<file path="config.mk">
export PLATFORM = sky130hd
export DESIGN_NAME = serial_status_data
export DESIGN_NICKNAME = d
export VERILOG_FILES = /design/src/serial_status_pkg.sv /design/src/serial_status_data.sv /design/src/sticky_flag_cell.sv
export SDC_FILE = /design/constraint.sdc
export NUM_CORES = 1
export LEC_CHECK = 0
export BUFFER_PORTS_ARGS = -buffer_cell sky130_fd_sc_hd__buf_2
export CAP_MARGIN = 5
export CELL_PAD_IN_SITES_DETAIL_PLACEMENT = 1
export CELL_PAD_IN_SITES_GLOBAL_PLACEMENT = 1
export CORE_MARGIN = 10
export CORE_UTILIZATION = 39
export CTS_CLUSTER_SIZE = 20
export DETAILED_ROUTE_END_ITERATION = 10
export PLACE_DENSITY = 0.82
export SKIP_LAST_GASP = 1
export SLEW_MARGIN = 0
export SYNTH_ARGS = -nofsm -noshare
export SYNTH_HDL_FRONTEND = slang
export SYNTH_SLANG_ARGS = --single-unit
</file>
<file path="constraint.sdc">
create_clock -name ref_clk_in -period 1.35 [get_ports ref_clk_in]
set_input_delay 0.27 -clock ref_clk_in [delete_from_list [all_inputs] [get_ports ref_clk_in]]
set_output_delay 0.27 -clock ref_clk_in [all_outputs]
set_load 0.005 [all_outputs]
</file>
<file path="src/serial_status_pkg.sv">
// Constants shared by the serial port status and data logic
package serial_status_pkg;
  // Register offsets on the word-index address port
  localparam logic [2:0] ADDR_STATUS_ONE   = 3'h0;
  localparam logic [2:0] ADDR_STATUS_TWO   = 3'h1;
  localparam logic [2:0] ADDR_DATA_BUFFER  = 3'h2;
  localparam logic [2:0] ADDR_CONTROL_TWO  = 3'h3;
  localparam logic [2:0] ADDR_CONTROL_THREE = 3'h4;
  // Status one bit positions
  localparam int BIT_TX_EMPTY    = 7;
  localparam int BIT_TX_COMPLETE = 6;
  localparam int BIT_RX_FULL     = 5;
  localparam int BIT_QUIET       = 4;
  localparam int BIT_OVERRUN     = 3;
  localparam int BIT_NOISE       = 2;
  localparam int BIT_FRAMING     = 1;
  localparam int BIT_PARITY      = 0;
  // Status two bit positions
  localparam int BIT_BREAK       = 1;
  localparam int BIT_RX_PROGRESS = 0;
  // Control two bit positions
  localparam int BIT_TX_EMPTY_IE = 7;
  localparam int BIT_TX_DONE_IE  = 6;
  localparam int BIT_RX_FULL_IE  = 5;
  localparam int BIT_QUIET_IE    = 4;
  // Control three bit positions
  localparam int BIT_NINTH       = 7;
  localparam int BIT_OVERRUN_IE  = 3;
  localparam int BIT_NOISE_IE    = 2;
  localparam int BIT_FRAMING_IE  = 1;
  localparam int BIT_PARITY_IE   = 0;
  // Reset values
  localparam logic       TX_EMPTY_RESET    = 1'b1;
  localparam logic       TX_COMPLETE_RESET = 1'b1;
  localparam logic       RX_FLAG_RESET     = 1'b0;
  localparam logic [7:0] CONTROL_RESET     = 8'h00;
  // Idle line lengths in bit times
  localparam logic [3:0] IDLE_BITS_SHORT = 4'ha;
  localparam logic [3:0] IDLE_BITS_LONG  = 4'hb;
endpackage

</file>
<file path="src/serial_status_data.sv">
// Status flags, flag clearing sequence and data buffer of the serial port
//
// Overview of operation
// - Transmit empty sets when buffer hands a character to the shifter; reset sets it.
// - Transmit empty clears after status one read seeing it, then a buffer write.
// - Transmitter interrupt while transmit empty and its enable are both set.
// - Transmit complete sets when empty and nothing shifting; reset sets it.
// - Transmit complete clears as soon as data, preamble or break is queued.
// - Transmitter interrupt while transmit complete and its enable are both set.
// - Receive full sets on character transfer into buffer; interrupt if enabled; reset clears.
// - Receive full clears on status one read seeing it, then buffer read.
// - Quiet line sets after 10 or 11 idle ones; interrupt if enabled.
// - Quiet line armed only by a valid character after enable or clearing; the code drops the arming when quiet sets, not when it clears.
// - Quiet line clears on status one read seeing it, then buffer read.
// - Character arriving while receive full sets overrun and is discarded.
// - Overrun raises error interrupt if enabled; cleared only if seen at status read.
// - Noise flag set on noise, interrupt if enabled, status then data read clears.
// - Framing error on zero stop bit, interrupt if enabled, sequence clears it.
// - Parity error on mismatch, interrupt if enabled, sequence clears it.
// - Break sets break, framing and receive full, clears ninth bit in nine-bit mode only; no interrupt.
// - Break clears via status two read then data read; rearms after ones.
// - Reception in progress sets on start sample zero; clears on false start or idle.
// - Buffer reads return received byte, writes give transmit byte; reset keeps contents.
//
// The register addresses and the plain strobed port were chosen for this implementation.
`timescale 1ns/1ps
`default_nettype none
module serial_status_data (
  input  wire logic       ref_clk_in,
  input  wire logic       rst_in,
  input  wire logic       ce_in,
  input  wire logic [2:0] addr_in,
  input  wire logic [7:0] wr_data_in,
  input  wire logic       wr_in,
  input  wire logic       rd_in,
  output logic      [7:0] rd_data_out,
  input  wire logic       serial_rx_pin_in,
  input  wire logic       rx_enable_in,
  input  wire logic       nine_bit_mode_in,
  input  wire logic       rx_bit_tick_in,
  input  wire logic       rx_start_low_in,
  input  wire logic       rx_false_start_in,
  input  wire logic       rx_char_done_in,
  input  wire logic [7:0] rx_char_in,
  input  wire logic       rx_ninth_in,
  input  wire logic       rx_noise_in,
  input  wire logic       rx_stop_zero_in,
  input  wire logic       rx_parity_bad_in,
  input  wire logic       rx_break_in,
  input  wire logic       tx_load_in,
  input  wire logic       tx_shifting_in,
  input  wire logic       tx_queue_in,
  output logic      [7:0] tx_data_out,
  output logic            tx_pending_out,
  output logic            tx_irq_out,
  output logic            rx_irq_out,
  output logic            err_irq_out
);
  // Bus decode
  wire acc_status_one = addr_in == serial_status_pkg::ADDR_STATUS_ONE;
  wire acc_status_two = addr_in == serial_status_pkg::ADDR_STATUS_TWO;
  wire acc_data       = addr_in == serial_status_pkg::ADDR_DATA_BUFFER;
  wire acc_ctl_two    = addr_in == serial_status_pkg::ADDR_CONTROL_TWO;
  wire acc_ctl_three  = addr_in == serial_status_pkg::ADDR_CONTROL_THREE;
  wire rd_status_one  = rd_in && acc_status_one;
  wire rd_status_two  = rd_in && acc_status_two;
  wire rd_data        = rd_in && acc_data;
  wire wr_data        = wr_in && acc_data;

  // Flags and control state
  logic       tx_empty;
  logic       tx_complete;
  logic       rx_full;
  logic       quiet;
  logic       overrun;
  logic       noise;
  logic       framing;
  logic       parity;
  logic       break_seen;
  logic       rx_progress;
  logic [7:0] ctl_two;
  logic [7:0] ctl_three_en;
  logic       rx_ninth_bit;
  logic [7:0] rx_buffer;
  logic [6:0] armed;
  logic       break_armed;
  logic       break_rearm;
  logic       quiet_allowed;
  logic [3:0] ones_count;
  logic       rx_enable_d;

  // Armed bits recorded at the last status one read
  localparam int ARM_TX_EMPTY = 6;
  localparam int ARM_RX_FULL  = 5;
  localparam int ARM_QUIET    = 4;
  localparam int ARM_OVERRUN  = 3;
  localparam int ARM_NOISE    = 2;
  localparam int ARM_FRAMING  = 1;
  localparam int ARM_PARITY   = 0;

  // Receive events
  wire char_accept  = rx_char_done_in && !rx_full;
  wire char_lost    = rx_char_done_in && rx_full;
  wire break_event  = rx_break_in && !break_rearm;
  wire clr_rx_flags = rd_data;
  wire idle_len_hit = ones_count == (nine_bit_mode_in ? serial_status_pkg::IDLE_BITS_LONG
                                                      : serial_status_pkg::IDLE_BITS_SHORT);
  wire idle_event   = rx_bit_tick_in && serial_rx_pin_in && (ones_count ==
                      (nine_bit_mode_in ? serial_status_pkg::IDLE_BITS_LONG - 4'h1
                                        : serial_status_pkg::IDLE_BITS_SHORT - 4'h1));
  wire quiet_set    = idle_event && quiet_allowed;
  wire rx_en_rise   = rx_enable_in && !rx_enable_d;

  // Flags that hardware sets and the read-then-access sequence clears, except progress, which false start or idle clears
  sticky_flag_cell #(.RESET_VAL(serial_status_pkg::TX_EMPTY_RESET)) u_tx_empty (
    .ref_clk_in (ref_clk_in),
    .rst_in     (rst_in),
    .ce_in      (ce_in),
    .set_in     (tx_load_in),
    .clr_in     (wr_data && armed[ARM_TX_EMPTY]),
    .flag_out   (tx_empty)
  );
  sticky_flag_cell #(.RESET_VAL(serial_status_pkg::RX_FLAG_RESET)) u_rx_full (
    .ref_clk_in (ref_clk_in),
    .rst_in     (rst_in),
    .ce_in      (ce_in),
    .set_in     (char_accept || break_event),
    .clr_in     (clr_rx_flags && armed[ARM_RX_FULL]),
    .flag_out   (rx_full)
  );
  sticky_flag_cell #(.RESET_VAL(serial_status_pkg::RX_FLAG_RESET)) u_quiet (
    .ref_clk_in (ref_clk_in),
    .rst_in     (rst_in),
    .ce_in      (ce_in),
    .set_in     (quiet_set),
    .clr_in     (clr_rx_flags && armed[ARM_QUIET]),
    .flag_out   (quiet)
  );
  sticky_flag_cell #(.RESET_VAL(serial_status_pkg::RX_FLAG_RESET)) u_overrun (
    .ref_clk_in (ref_clk_in),
    .rst_in     (rst_in),
    .ce_in      (ce_in),
    .set_in     (char_lost),
    .clr_in     (clr_rx_flags && armed[ARM_OVERRUN]),
    .flag_out   (overrun)
  );
  sticky_flag_cell #(.RESET_VAL(serial_status_pkg::RX_FLAG_RESET)) u_noise (
    .ref_clk_in (ref_clk_in),
    .rst_in     (rst_in),
    .ce_in      (ce_in),
    .set_in     (rx_noise_in),
    .clr_in     (clr_rx_flags && armed[ARM_NOISE]),
    .flag_out   (noise)
  );
  sticky_flag_cell #(.RESET_VAL(serial_status_pkg::RX_FLAG_RESET)) u_framing (
    .ref_clk_in (ref_clk_in),
    .rst_in     (rst_in),
    .ce_in      (ce_in),
    .set_in     (rx_stop_zero_in || break_event),
    .clr_in     (clr_rx_flags && armed[ARM_FRAMING]),
    .flag_out   (framing)
  );
  sticky_flag_cell #(.RESET_VAL(serial_status_pkg::RX_FLAG_RESET)) u_parity (
    .ref_clk_in (ref_clk_in),
    .rst_in     (rst_in),
    .ce_in      (ce_in),
    .set_in     (rx_parity_bad_in),
    .clr_in     (clr_rx_flags && armed[ARM_PARITY]),
    .flag_out   (parity)
  );
  sticky_flag_cell #(.RESET_VAL(serial_status_pkg::RX_FLAG_RESET)) u_break (
    .ref_clk_in (ref_clk_in),
    .rst_in     (rst_in),
    .ce_in      (ce_in),
    .set_in     (break_event),
    .clr_in     (clr_rx_flags && break_armed),
    .flag_out   (break_seen)
  );
  sticky_flag_cell #(.RESET_VAL(serial_status_pkg::RX_FLAG_RESET)) u_progress (
    .ref_clk_in (ref_clk_in),
    .rst_in     (rst_in),
    .ce_in      (ce_in),
    .set_in     (rx_start_low_in),
    .clr_in     (rx_false_start_in || idle_event),
    .flag_out   (rx_progress)
  );

  // Transmit complete: queueing wins, then idle shifter with empty buffer
  wire tx_queued     = tx_queue_in || wr_data;
  wire next_tx_compl = tx_queued ? 1'b0 :
                       (tx_empty && !tx_shifting_in) ? 1'b1 :
                       tx_complete;
  always_ff @(posedge ref_clk_in or posedge rst_in) begin
    if (rst_in) begin
      tx_complete <= serial_status_pkg::TX_COMPLETE_RESET;
    end else if (ce_in) begin
      tx_complete <= next_tx_compl;
    end
  end

  // Sequence recording; a new status read replaces the old record
  wire [6:0] seen_one = {tx_empty, rx_full, quiet, overrun, noise, framing, parity};
  wire [6:0] next_armed = rd_status_one ? seen_one :
                          (rd_data ? (armed & 7'h40) :
                          (wr_data ? (armed & 7'h3f) : armed));
  wire next_break_armed = rd_status_two ? break_seen : (rd_data ? 1'b0 : break_armed);
  always_ff @(posedge ref_clk_in or posedge rst_in) begin
    if (rst_in) begin
      armed       <= 7'h00;
      break_armed <= 1'b0;
    end else if (ce_in) begin
      armed       <= next_armed;
      break_armed <= next_break_armed;
    end
  end

  // Break needs the line to return high before another counts
  always_ff @(posedge ref_clk_in or posedge rst_in) begin
    if (rst_in) begin
      break_rearm <= 1'b0;
    end else if (ce_in) begin
      if (break_event) begin
        break_rearm <= 1'b1;
      end else if (serial_rx_pin_in) begin
        break_rearm <= 1'b0;
      end
    end
  end

  // Idle detection counts line-high bit times, saturating at length
  always_ff @(posedge ref_clk_in or posedge rst_in) begin
    if (rst_in) begin
      ones_count <= 4'h0;
    end else if (ce_in && rx_bit_tick_in) begin
      if (!serial_rx_pin_in) begin
        ones_count <= 4'h0;
      end else if (!idle_len_hit) begin
        ones_count <= ones_count + 4'h1;
      end
    end
  end

  // Quiet flag needs a fresh valid character first
  always_ff @(posedge ref_clk_in or posedge rst_in) begin
    if (rst_in) begin
      quiet_allowed <= 1'b0;
      rx_enable_d   <= 1'b0;
    end else if (ce_in) begin
      rx_enable_d <= rx_enable_in;
      if (char_accept) begin
        quiet_allowed <= 1'b1;
      end else if (rx_en_rise || quiet_set) begin
        quiet_allowed <= 1'b0;
      end
    end
  end

  // Control registers
  always_ff @(posedge ref_clk_in or posedge rst_in) begin
    if (rst_in) begin
      ctl_two      <= serial_status_pkg::CONTROL_RESET;
      ctl_three_en <= serial_status_pkg::CONTROL_RESET;
    end else if (ce_in) begin
      if (wr_in && acc_ctl_two) begin
        ctl_two <= {wr_data_in[7:4], 4'h0};
      end
      if (wr_in && acc_ctl_three) begin
        ctl_three_en <= {4'h0, wr_data_in[3:0]};
      end
    end
  end

  // Data buffer halves keep their contents through reset
  always_ff @(posedge ref_clk_in) begin
    if (ce_in) begin
      if (char_accept) begin
        rx_buffer    <= rx_char_in;
        rx_ninth_bit <= nine_bit_mode_in ? rx_ninth_in : rx_char_in[7];
      end else if (break_event && nine_bit_mode_in) begin
        rx_ninth_bit <= 1'b0;
      end
      if (wr_data) begin
        tx_data_out <= wr_data_in;
      end
    end
  end

  always_ff @(posedge ref_clk_in or posedge rst_in) begin
    if (rst_in) begin
      tx_pending_out <= 1'b0;
    end else if (ce_in) begin
      if (wr_data) begin
        tx_pending_out <= 1'b1;
      end else if (tx_load_in) begin
        tx_pending_out <= 1'b0;
      end
    end
  end

  // Read data mux; unmapped addresses read zero
  wire [7:0] status_one = {tx_empty, tx_complete, rx_full, quiet, overrun, noise, framing, parity};
  wire [7:0] status_two = {6'h00, break_seen, rx_progress};
  wire [7:0] ctl_three  = {rx_ninth_bit, 3'h0, ctl_three_en[3:0]};
  wire [7:0] rd_sel     = acc_status_one ? status_one :
                          acc_status_two ? status_two :
                          acc_data       ? rx_buffer :
                          acc_ctl_two    ? ctl_two :
                          acc_ctl_three  ? ctl_three : 8'h00;
  always_ff @(posedge ref_clk_in or posedge rst_in) begin
    if (rst_in) begin
      rd_data_out <= 8'h00;
    end else if (ce_in) begin
      rd_data_out <= rd_in ? rd_sel : 8'h00;
    end
  end

  // Interrupt requests; break and reception progress never request
  wire tx_req  = (tx_empty && ctl_two[serial_status_pkg::BIT_TX_EMPTY_IE]) ||
                 (tx_complete && ctl_two[serial_status_pkg::BIT_TX_DONE_IE]);
  wire rx_req  = (rx_full && ctl_two[serial_status_pkg::BIT_RX_FULL_IE]) ||
                 (quiet && ctl_two[serial_status_pkg::BIT_QUIET_IE]);
  wire err_req = (overrun && ctl_three_en[serial_status_pkg::BIT_OVERRUN_IE]) ||
                 (noise && ctl_three_en[serial_status_pkg::BIT_NOISE_IE]) ||
                 (framing && ctl_three_en[serial_status_pkg::BIT_FRAMING_IE]) ||
                 (parity && ctl_three_en[serial_status_pkg::BIT_PARITY_IE]);
  always_ff @(posedge ref_clk_in or posedge rst_in) begin
    if (rst_in) begin
      tx_irq_out  <= 1'b0;
      rx_irq_out  <= 1'b0;
      err_irq_out <= 1'b0;
    end else if (ce_in) begin
      tx_irq_out  <= tx_req;
      rx_irq_out  <= rx_req;
      err_irq_out <= err_req;
    end
  end
endmodule
`default_nettype wire

</file>
<file path="src/sticky_flag_cell.sv">
// One hardware-set, sequence-cleared status flag
`timescale 1ns/1ps
`default_nettype none
module sticky_flag_cell #(
  parameter logic RESET_VAL = 1'b0
) (
  input  wire logic ref_clk_in,
  input  wire logic rst_in,
  input  wire logic ce_in,
  input  wire logic set_in,
  input  wire logic clr_in,
  output logic      flag_out
);
  // Set beats clear so an event in the clearing cycle is kept
  always_ff @(posedge ref_clk_in or posedge rst_in) begin
    if (rst_in) begin
      flag_out <= RESET_VAL;
    end else if (ce_in) begin
      if (set_in) begin
        flag_out <= 1'b1;
      end else if (clr_in) begin
        flag_out <= 1'b0;
      end
    end
  end
endmodule
`default_nettype wire

</file>
# == Word level (Yosys, flattened, before mapping) ==
# Index checks and enable logic that the tools add are counted.
# classes
addsub,1
n_eq_ne,8
muxes,44
reduce_logical,86
# op_table
operator,n
2-to-1 mux 8 bit,6
AND reduction 2 bit,21
nonzero test 2 bit,17
logical AND 1 bit,32
2-to-1 mux 1 bit,32
2-to-1 mux 7 bit,3
logical OR 1 bit,10
equality test 4 bit,2
2-to-1 mux 4 bit,2
"equality test 3 x 2 -> 1 bit, second input constant",2
"adder 4 x 1 -> 4 bit, second input constant",1
logical NOT 1 bit,4
"!= test 2 bit, second input constant",2
"equality test 3 x 1 -> 1 bit, second input constant",1
"equality test 3 bit, second input constant",1
logical NOT 3 bit,1
AND reduction 3 bit,1
2-to-1 mux 2 bit,1
# word_totals
register_bits,62
inputBits,39
out_inout_bits,20

# == Depth between registers and ports, before layout ==
# Gate-level depths: netlist of the first run.
# logic_depth
ltp_word,7
depth_mapped,5

# == By module ==
# A second synthesis of the first run with hierarchy kept.
# unflattened
cells_unflattened,246
hier_area_um2,2874.0
# modules_own_cells
mod,instances,cells_each,area_each_um2
serial_status_data,1,210,2501.1
sticky_flag_cell at u_break ...,8,4,41.3
sticky_flag_cell at u_tx_empty,1,4,42.5

# == Worst setup path before layout of the first run ==
# Ideal clock, no wire load.
# synth_timing
path_type,input to register
from,in ce_in
to,reg rx_ninth_bit (enable)
setup_time_ps,292
t_arrival_ps,1113
required_time_ps,1058
slack_ps,-55
stages,4
path_buffers,1
path_cell_list,buf_2 nand2_1 nor2_1 a21o_1
# synth_via
elab_chain_cells,1
# synth_rtl
element,line_no,source
start: declaration,serial_status_data.sv:31,"input wire logic ce_in,"
AND reduction 2 bit (no line),--,
end signal: assignment,serial_status_data.sv:278,rx_ninth_bit <= nine_bit_mode_in ? rx_ninth_in : rx_char_in[7];
end: declaration,serial_status_data.sv:83,logic rx_ninth_bit;
# Every way passes these cells.
# A chain may end at the register's enable or synchronous reset.

# == Final worst setup path of the first run ==
# layout_timing
from,reg ones_count[2]
to,reg ones_count[0]
# layout_via
elab_chain_cells,3
# layout_rtl
element,line_no,source
start: declaration,serial_status_data.sv:89,logic [3:0] ones_count;
start signal: assignment,serial_status_data.sv:238,ones_count <= ones_count + 4'h1;
equality test 4 bit,serial_status_data.sv:106,wire idle_len_hit = ones_count == (nine_bit_mode_in ? serial_status_pkg::IDLE_BITS_LONG
!= test 2 bit (no line),--,
AND reduction 2 bit (no line),--,
# Every way passes these cells.

==> results of run 1 <==
synthesized netlist by cell type (2+ instances only):
| cell | count |
|---|---|
| buf_4 | 3 |
| a21o_1 | 3 |
| mux2_2 | 6 |
| a22o_1 | 10 |
| o21bai_1 | 2 |
| o221ai_1 | 6 |
| nand2_1 | 10 |
| nand3_1 | 15 |
| a22oi_1 | 5 |
| and3_1 | 2 |
| and4bb_2 | 3 |
| o21ai_0 | 2 |
| mux2i_1 | 6 |
| dfrtp_1 | 43 |
| o2bb2ai_1 | 3 |
| nand3b_1 | 2 |
| inv_1 | 14 |
| a32o_1 | 3 |
| a221oi_1 | 2 |
| nor2_1 | 5 |
| and3b_1 | 2 |
| buf_2 | 6 |
| a211oi_1 | 2 |
| nand4b_1 | 2 |
| nor2b_1 | 6 |
| o211ai_1 | 3 |
| edfxtp_1 | 17 |
| nor3b_1 | 4 |
| a21oi_1 | 4 |
| clkbuf_1 | 2 |
| a31o_2 | 2 |
| a31oi_1 | 2 |
| and4bb_1 | 2 |
| dfstp_2 | 2 |
| mux2_4 | 4 |
metrics by stage:
stage | cells | power [mW] | setup WS [ns] | hold slack (ns) | utilization
5_1_grt | 421 | 4.997 | -0.04595 | 0.06806 | 0.5144
2_1_floorplan | 223 | 2.838 | 0.02390 | 0.3302 | -
3_5_place_dp | 401 | 3.231 | -0.1491 | 0.3276 | 0.4833
4_1_cts | 420 | 4.782 | 0.02161 | 0.06386 | 0.5131
6_report | 421 | 4.747 | 0.03371 | 0.07448 | 0.5144
3_3_place_gp | 401 | 3.154 | -0.1229 | 0.3248 | 0.4833
cells by family after synthesis:
kind of cell | count (synthesis)
AO/OA/AOI/OAI | 54
adder cells (fa/ha/maj) | 1
AND/OR/NAND/NOR | 62
buffers and inverters | 26
XOR/XNOR | 1
flip-flops | 62
multiplexers | 17
power breakdown:
part	total [mW]	switching, mW	internal, mW	leakage [nW]
registers	2.41	0.220	2.19	0.692
clock network	1.49	0.676	0.814	0.0914
logic	0.850	0.381	0.469	0.884
total	4.75	1.28	3.47	1.67
sequential cells by signal, indices dropped and copies added (netlist names), 4 cells and up:
signal	flops
ctl_two	4
ones_count	4
ctl_three_en	4
armed	7
tx_data_out	8
rd_data_out	8
rx_buffer	8
path summary, 6_finish.rpt:
path / start / to / slack (ns) / cells past startpoint
worst max-delay path: ones_count[2] / ones_count[0] / 0.03 / 3
worst min-delay path: tx_queue_in / tx_complete / 0.07 / 2
worst max register to register: ones_count[2] / ones_count[0] / 0.03 / 3
worst min register to register: tx_pending_out / tx_pending_out / 0.50 / 1
max in group asynchronous: rst_in / u_tx_empty.flag_out / 0.57 / 4
min in group asynchronous: rst_in / armed[2] / 0.50 / 4
layer usage:
layer / vias to the layer above / GRT usage / wire length (µm)
met5: - / 0 / 0
met4: 0 / 0.04412 / 108
li1: 1036 / - / -
met3: 13 / 0.06081 / 531
met1: 1138 / 0.1726 / 3298
met2: 66 / 0.2662 / 4264
final cells by class:
| cell class | instances | area share |
|---|---|---|
| tap | 99 | 0.03374 |
| inverter | 14 | 0.01431 |
| clock buffer | 15 | 0.04806 |
| multi-input combinational | 135 | 0.2938 |
| clock inverter | 1 | 0.001022 |
| sequential | 62 | 0.4468 |
| timing repair buffer | 95 | 0.1622 |
repair_timing:
action,CTS,global route
hold endpoints to repair,43,0
hold buffers,1,0
pin swaps,1,2
gates resized for setup,2,1
buffers inserted,2,1
setup endpoints to repair,1,4
==> flow_metrics.env, run 1 <==
export IMPL_cp_end_kind="register"
export IMPL_synth_top_family_by_area="compound AO/OA/AOI/OAI gates"
export IMPL_yosysWarningCount=0
export IMPL_min_period_ns=1.316
export IMPL_layout_common_cells="58 x buf_2, 42 x dfrtp_1, 34 x buf_4, 17 x edfxtp_1, 15 x nand3_1"
export IMPL_worstPathRequired_ns=1.58
export IMPL_synth_cells=223
export IMPL_die_area_um2=11070
export IMPL_portBuffers=58
export IMPL_ys_types=53
export IMPL_async_flop_share=0.7258
export IMPL_path_max_fanout=4
export IMPL_grt_ovfl_total=0
export IMPL_fmax_mhz=759.7
export IMPL_yosysSeqAreaShare=0.5789
export IMPL_min_period_over_period=0.9750
export IMPL_total_leakage_power_nw=1.667
export IMPL_drt_first_pass_iters=4
export IMPL_netlist_area_um2=2831
export IMPL_maxCapViolCount=0
export IMPL_antenna_cells=0
export IMPL_cp_start_kind="register"
export IMPL_grt_pass1_wl_mm=13.70
export IMPL_status="completed"
export IMPL_min_path_type="in2reg"
export IMPL_numClockSinks=62
export IMPL_fillerInstances=806
export IMPL_path_cells="nand4b_1 -> o21bai_2 -> mux2_4"
export IMPL_die_h_um=105.2
export IMPL_ios=59
export IMPL_relSlewSlack=0.7332
export IMPL_avgSynthCellArea_um2=12.70
export IMPL_core_um2=7137
export IMPL_cts_made_buffers=9
export IMPL_rows=31
export IMPL_synth_xor_area_share=0.003093
export IMPL_place_area_um2=3450
export IMPL_clkTransAtPathRegs_ns=0.07
export IMPL_cts_tree="yes"
export IMPL_slowest_stage="dfrtp_1"
export IMPL_drcViolationCount=0
export IMPL_cts_root_buf="clkbuf_8"
export IMPL_antenna_found_initial=0
export IMPL_cp_num_buf_inv=0
export IMPL_nets=357
export IMPL_gp_congestion=0.8212
export IMPL_drt_iter0_markers=129
export IMPL_routed_wl_mm=8.203
export IMPL_synth_seq_cells=62
export IMPL_wl_per_cell_um=19.48
export IMPL_synth_top_cell_by_area="dfrtp_1"
export IMPL_ir_drop_mv=0.5807
export IMPL_final_common_cell="buf_2"
export IMPL_cts_buffer_depth=2
export IMPL_area_growth_pct=29.65
export IMPL_power_density_nw_per_um2=1293
export IMPL_clock_latency_ns=0.34
export IMPL_ant_nets=0
export IMPL_synth_area_leaders="dfrtp_1 38%, edfxtp_1 18%, a22o_1 3.1%"
export IMPL_die_w_um=105.2
export IMPL_fin_setup_tns_ns=0
export IMPL_rsz0062_at_grt="true"
export IMPL_setup_viol=0
export IMPL_arrival_ns=1.55
export IMPL_htree_num_levels=3
export IMPL_multiInputGateArea_um2=1079
export IMPL_synth_adder_area_share=0.004419
export IMPL_syn_nets=263
export IMPL_grt_start_max_net_pins=46
export IMPL_start_util=0.3967
export IMPL_cp_top_family="flip-flops"
export IMPL_final_area_um2=3671
export IMPL_clock_skew_final_ns=0.006597
export IMPL_hold_viol=0
export IMPL_synthMuxAreaShare=0.07026
export IMPL_synth_ff_type="dfrtp_1"
export IMPL_synth_simple_gate_area_frac=0.1485
export IMPL_grt_pass1_vias=2586
export IMPL_synth_top_cell_area_share=0.3800
export IMPL_vias=2253
export IMPL_final_seq_area_um2=1640
export IMPL_dp_hpwl_mm=6.247
export IMPL_crit_path_max_incr_delay_ns=0.42
export IMPL_slew_violations=0
export IMPL_via_per_inst=5.352
export IMPL_crit_type="reg2reg"
export IMPL_track_usage=0.1545
export IMPL_layout_drive_gt1_share=0.4037
export IMPL_synth_compound_area_frac=0.1511
export IMPL_tightest_slew_ns=0.3902
export IMPL_synth_edff_count=17
Power figures use the tool's default switching activity.
==> run 2: changes to the inputs <==
Settings changed: CORE_UTILIZATION 39 to 40, PLACE_DENSITY 0.82 to 0.81.
Clock period 1.35 ns to 1.6 ns, I/O delays scaled along.
==> flow_metrics.env, run 2 (synthesized netlist as in run 1, its figures left out) <==
export IMPL_min_period_ns=1.482
export IMPL_drt_iter0_markers=113
export IMPL_cp_top_family="flip-flops"
export IMPL_fmax_mhz=674.6
export IMPL_clkTransAtPathRegs_ns=0.07
export IMPL_maxCapViolCount=0
export IMPL_grt_ovfl_total=0
export IMPL_reg2reg_depth=3
export IMPL_min_path_type="in2async"
export IMPL_track_usage=0.1437
export IMPL_ir_drop_mv=0.6102
export IMPL_antenna_found_initial=0
export IMPL_grt_pass1_wl_mm=12.42
export IMPL_largestRegisters="rd_data_out: 8 flops, rx_buffer: 8 flops, tx_data_out: 8 flops"
export IMPL_cp_depth=3
export IMPL_numClockSinks=62
export IMPL_cts_made_buffers=9
export IMPL_setup_viol=0
export IMPL_cts_buffer_depth=2
export IMPL_clock_latency_ns=0.34
export IMPL_tightest_slew_ns=0.3726
export IMPL_cp_num_buf_inv=0
export IMPL_antenna_cells=0
export IMPL_power_density_nw_per_um2=1182
export IMPL_ant_nets=0
export IMPL_worstPathRequired_ns=1.83
export IMPL_arrival_ns=1.71
export IMPL_fin_setup_tns_ns=0
export IMPL_routed_wl_mm=7.667
export IMPL_die_area_um2=10840
export IMPL_rsz0062_at_grt="false"
export IMPL_layout_common_cells="58 x buf_2, 43 x dfrtp_1, 17 x edfxtp_1, 15 x nand3_1, 13 x inv_1"
export IMPL_rows=30
export IMPL_drt_first_pass_iters=4
export IMPL_grt_start_max_net_pins=46
export IMPL_wl_per_cell_um=19.41
export IMPL_final_area_um2=3516
export IMPL_grt_pass1_vias=2334
export IMPL_via_per_inst=5.504
export IMPL_final_common_cell="buf_2"
export IMPL_cts_root_buf="clkbuf_8"
export IMPL_cts_hold_buffers=0
export IMPL_drcViolationCount=0
export IMPL_cts_setup_buffers=0
export IMPL_utilization=0.5147
export IMPL_portBuffers=58
export IMPL_cp_end_kind="register"
export IMPL_hold_viol=0
export IMPL_slowest_stage="dfrtp_1"
export IMPL_min_period_over_period=0.9265
export IMPL_start_util=0.4145
export IMPL_status="completed"
export IMPL_path_max_fanout=7
export IMPL_place_area_um2=3301
export IMPL_total_leakage_power_nw=1.572
export IMPL_relSlewSlack=0.7452
export IMPL_die_h_um=104.1
export IMPL_die_w_um=104.1
export IMPL_crit_type="reg2reg"
export IMPL_path_cells="xor2_1 -> o21bai_1 -> mux2_2"
export IMPL_slew_violations=0
export IMPL_vias=2174
export IMPL_cts_tree="yes"
export IMPL_core_um2=6832
export IMPL_crit_path_max_incr_delay_ns=0.46
export IMPL_finalWorstSetupSlack_ns=0.1176
export IMPL_layout_drive_gt1_share=0.3579
export IMPL_cp_start_kind="register"
export IMPL_htree_num_levels=3
export IMPL_clock_skew_final_ns=0.01194
export IMPL_gp_congestion=0.8462
export IMPL_area_growth_pct=24.17
export IMPL_cts_resized=0
export IMPL_nets=334
export IMPL_dp_hpwl_mm=5.663
export IMPL_power_mw=4.156
export IMPL_place_ws_ns=0.07500
export IMPL_ios=59
==> run 2: changes by cell type in the layout (fill, tap and decap cells not counted), moves of 2 or more <==
cell and delta:
buf_4 -22, clkinv_2 +2, bufinv_16 +2, clkbuf_8 -2, clkbuf_1 -2
==> run 2: per-layer routing <==
layer / vias to the layer above / track usage / part of all wire
li1: 989 / - / -
met1: 1103 / 0.1657 / 0.43
met2: 73 / 0.2360 / 0.49
met3: 9 / 0.05762 / 0.073
met4: 0 / 0.04970 / 0.013
met5: - / 0 / 0
==> run 2: through the flow <==
stage / hold WS [ns] / cells
2_1_floorplan: 0.3802 / 223
3_3_place_gp: 0.3744 / 379
3_5_place_dp: 0.3798 / 379
4_1_cts: 0.003750 / 395
5_1_grt: 0.01145 / 395
6_report: 0.001764 / 395
==> run 2: report_power, final <==
group          switching [mW]  internal, mW  total [mW]  leakage (nW)
logic                   0.276         0.328       0.605         0.768
registers               0.198          1.84        2.04         0.693
clock network           0.601         0.909        1.51         0.111
total                    1.08          3.08        4.16          1.57
==> run 2: final timing paths <==
check / slack (ns) / to / start
max reg2reg: 0.12 / ones_count[0] / ones_count[0]
min: 0.002 / ones_count[0] / rst_in
min in group ref_clk_in: 0.13 / tx_complete / tx_queue_in
max in group asynchronous: 1.32 / u_tx_empty.flag_out / rst_in
max: 0.12 / ones_count[0] / ones_count[0]
min reg2reg: 0.48 / tx_pending_out / tx_pending_out
==> run 2: area by class of cell <==
| class | instances | area (µm²) |
|---|---|---|
| fillers | 753 | 3316 |
| flip-flops and latches | 62 | 1639 |
| multi-input cells | 135 | 1069 |
| repair buffers | 72 | 420.4 |
| clock buffers | 11 | 141.4 |
| well taps | 96 | 120.1 |
| clock inverters | 5 | 73.82 |
| inverters | 14 | 52.55 |
==> run 2: tightest hold or removal path, delay by kind of cell <==
family | cells | cell delay, ns
buffers and inverters | 3 | 0.40
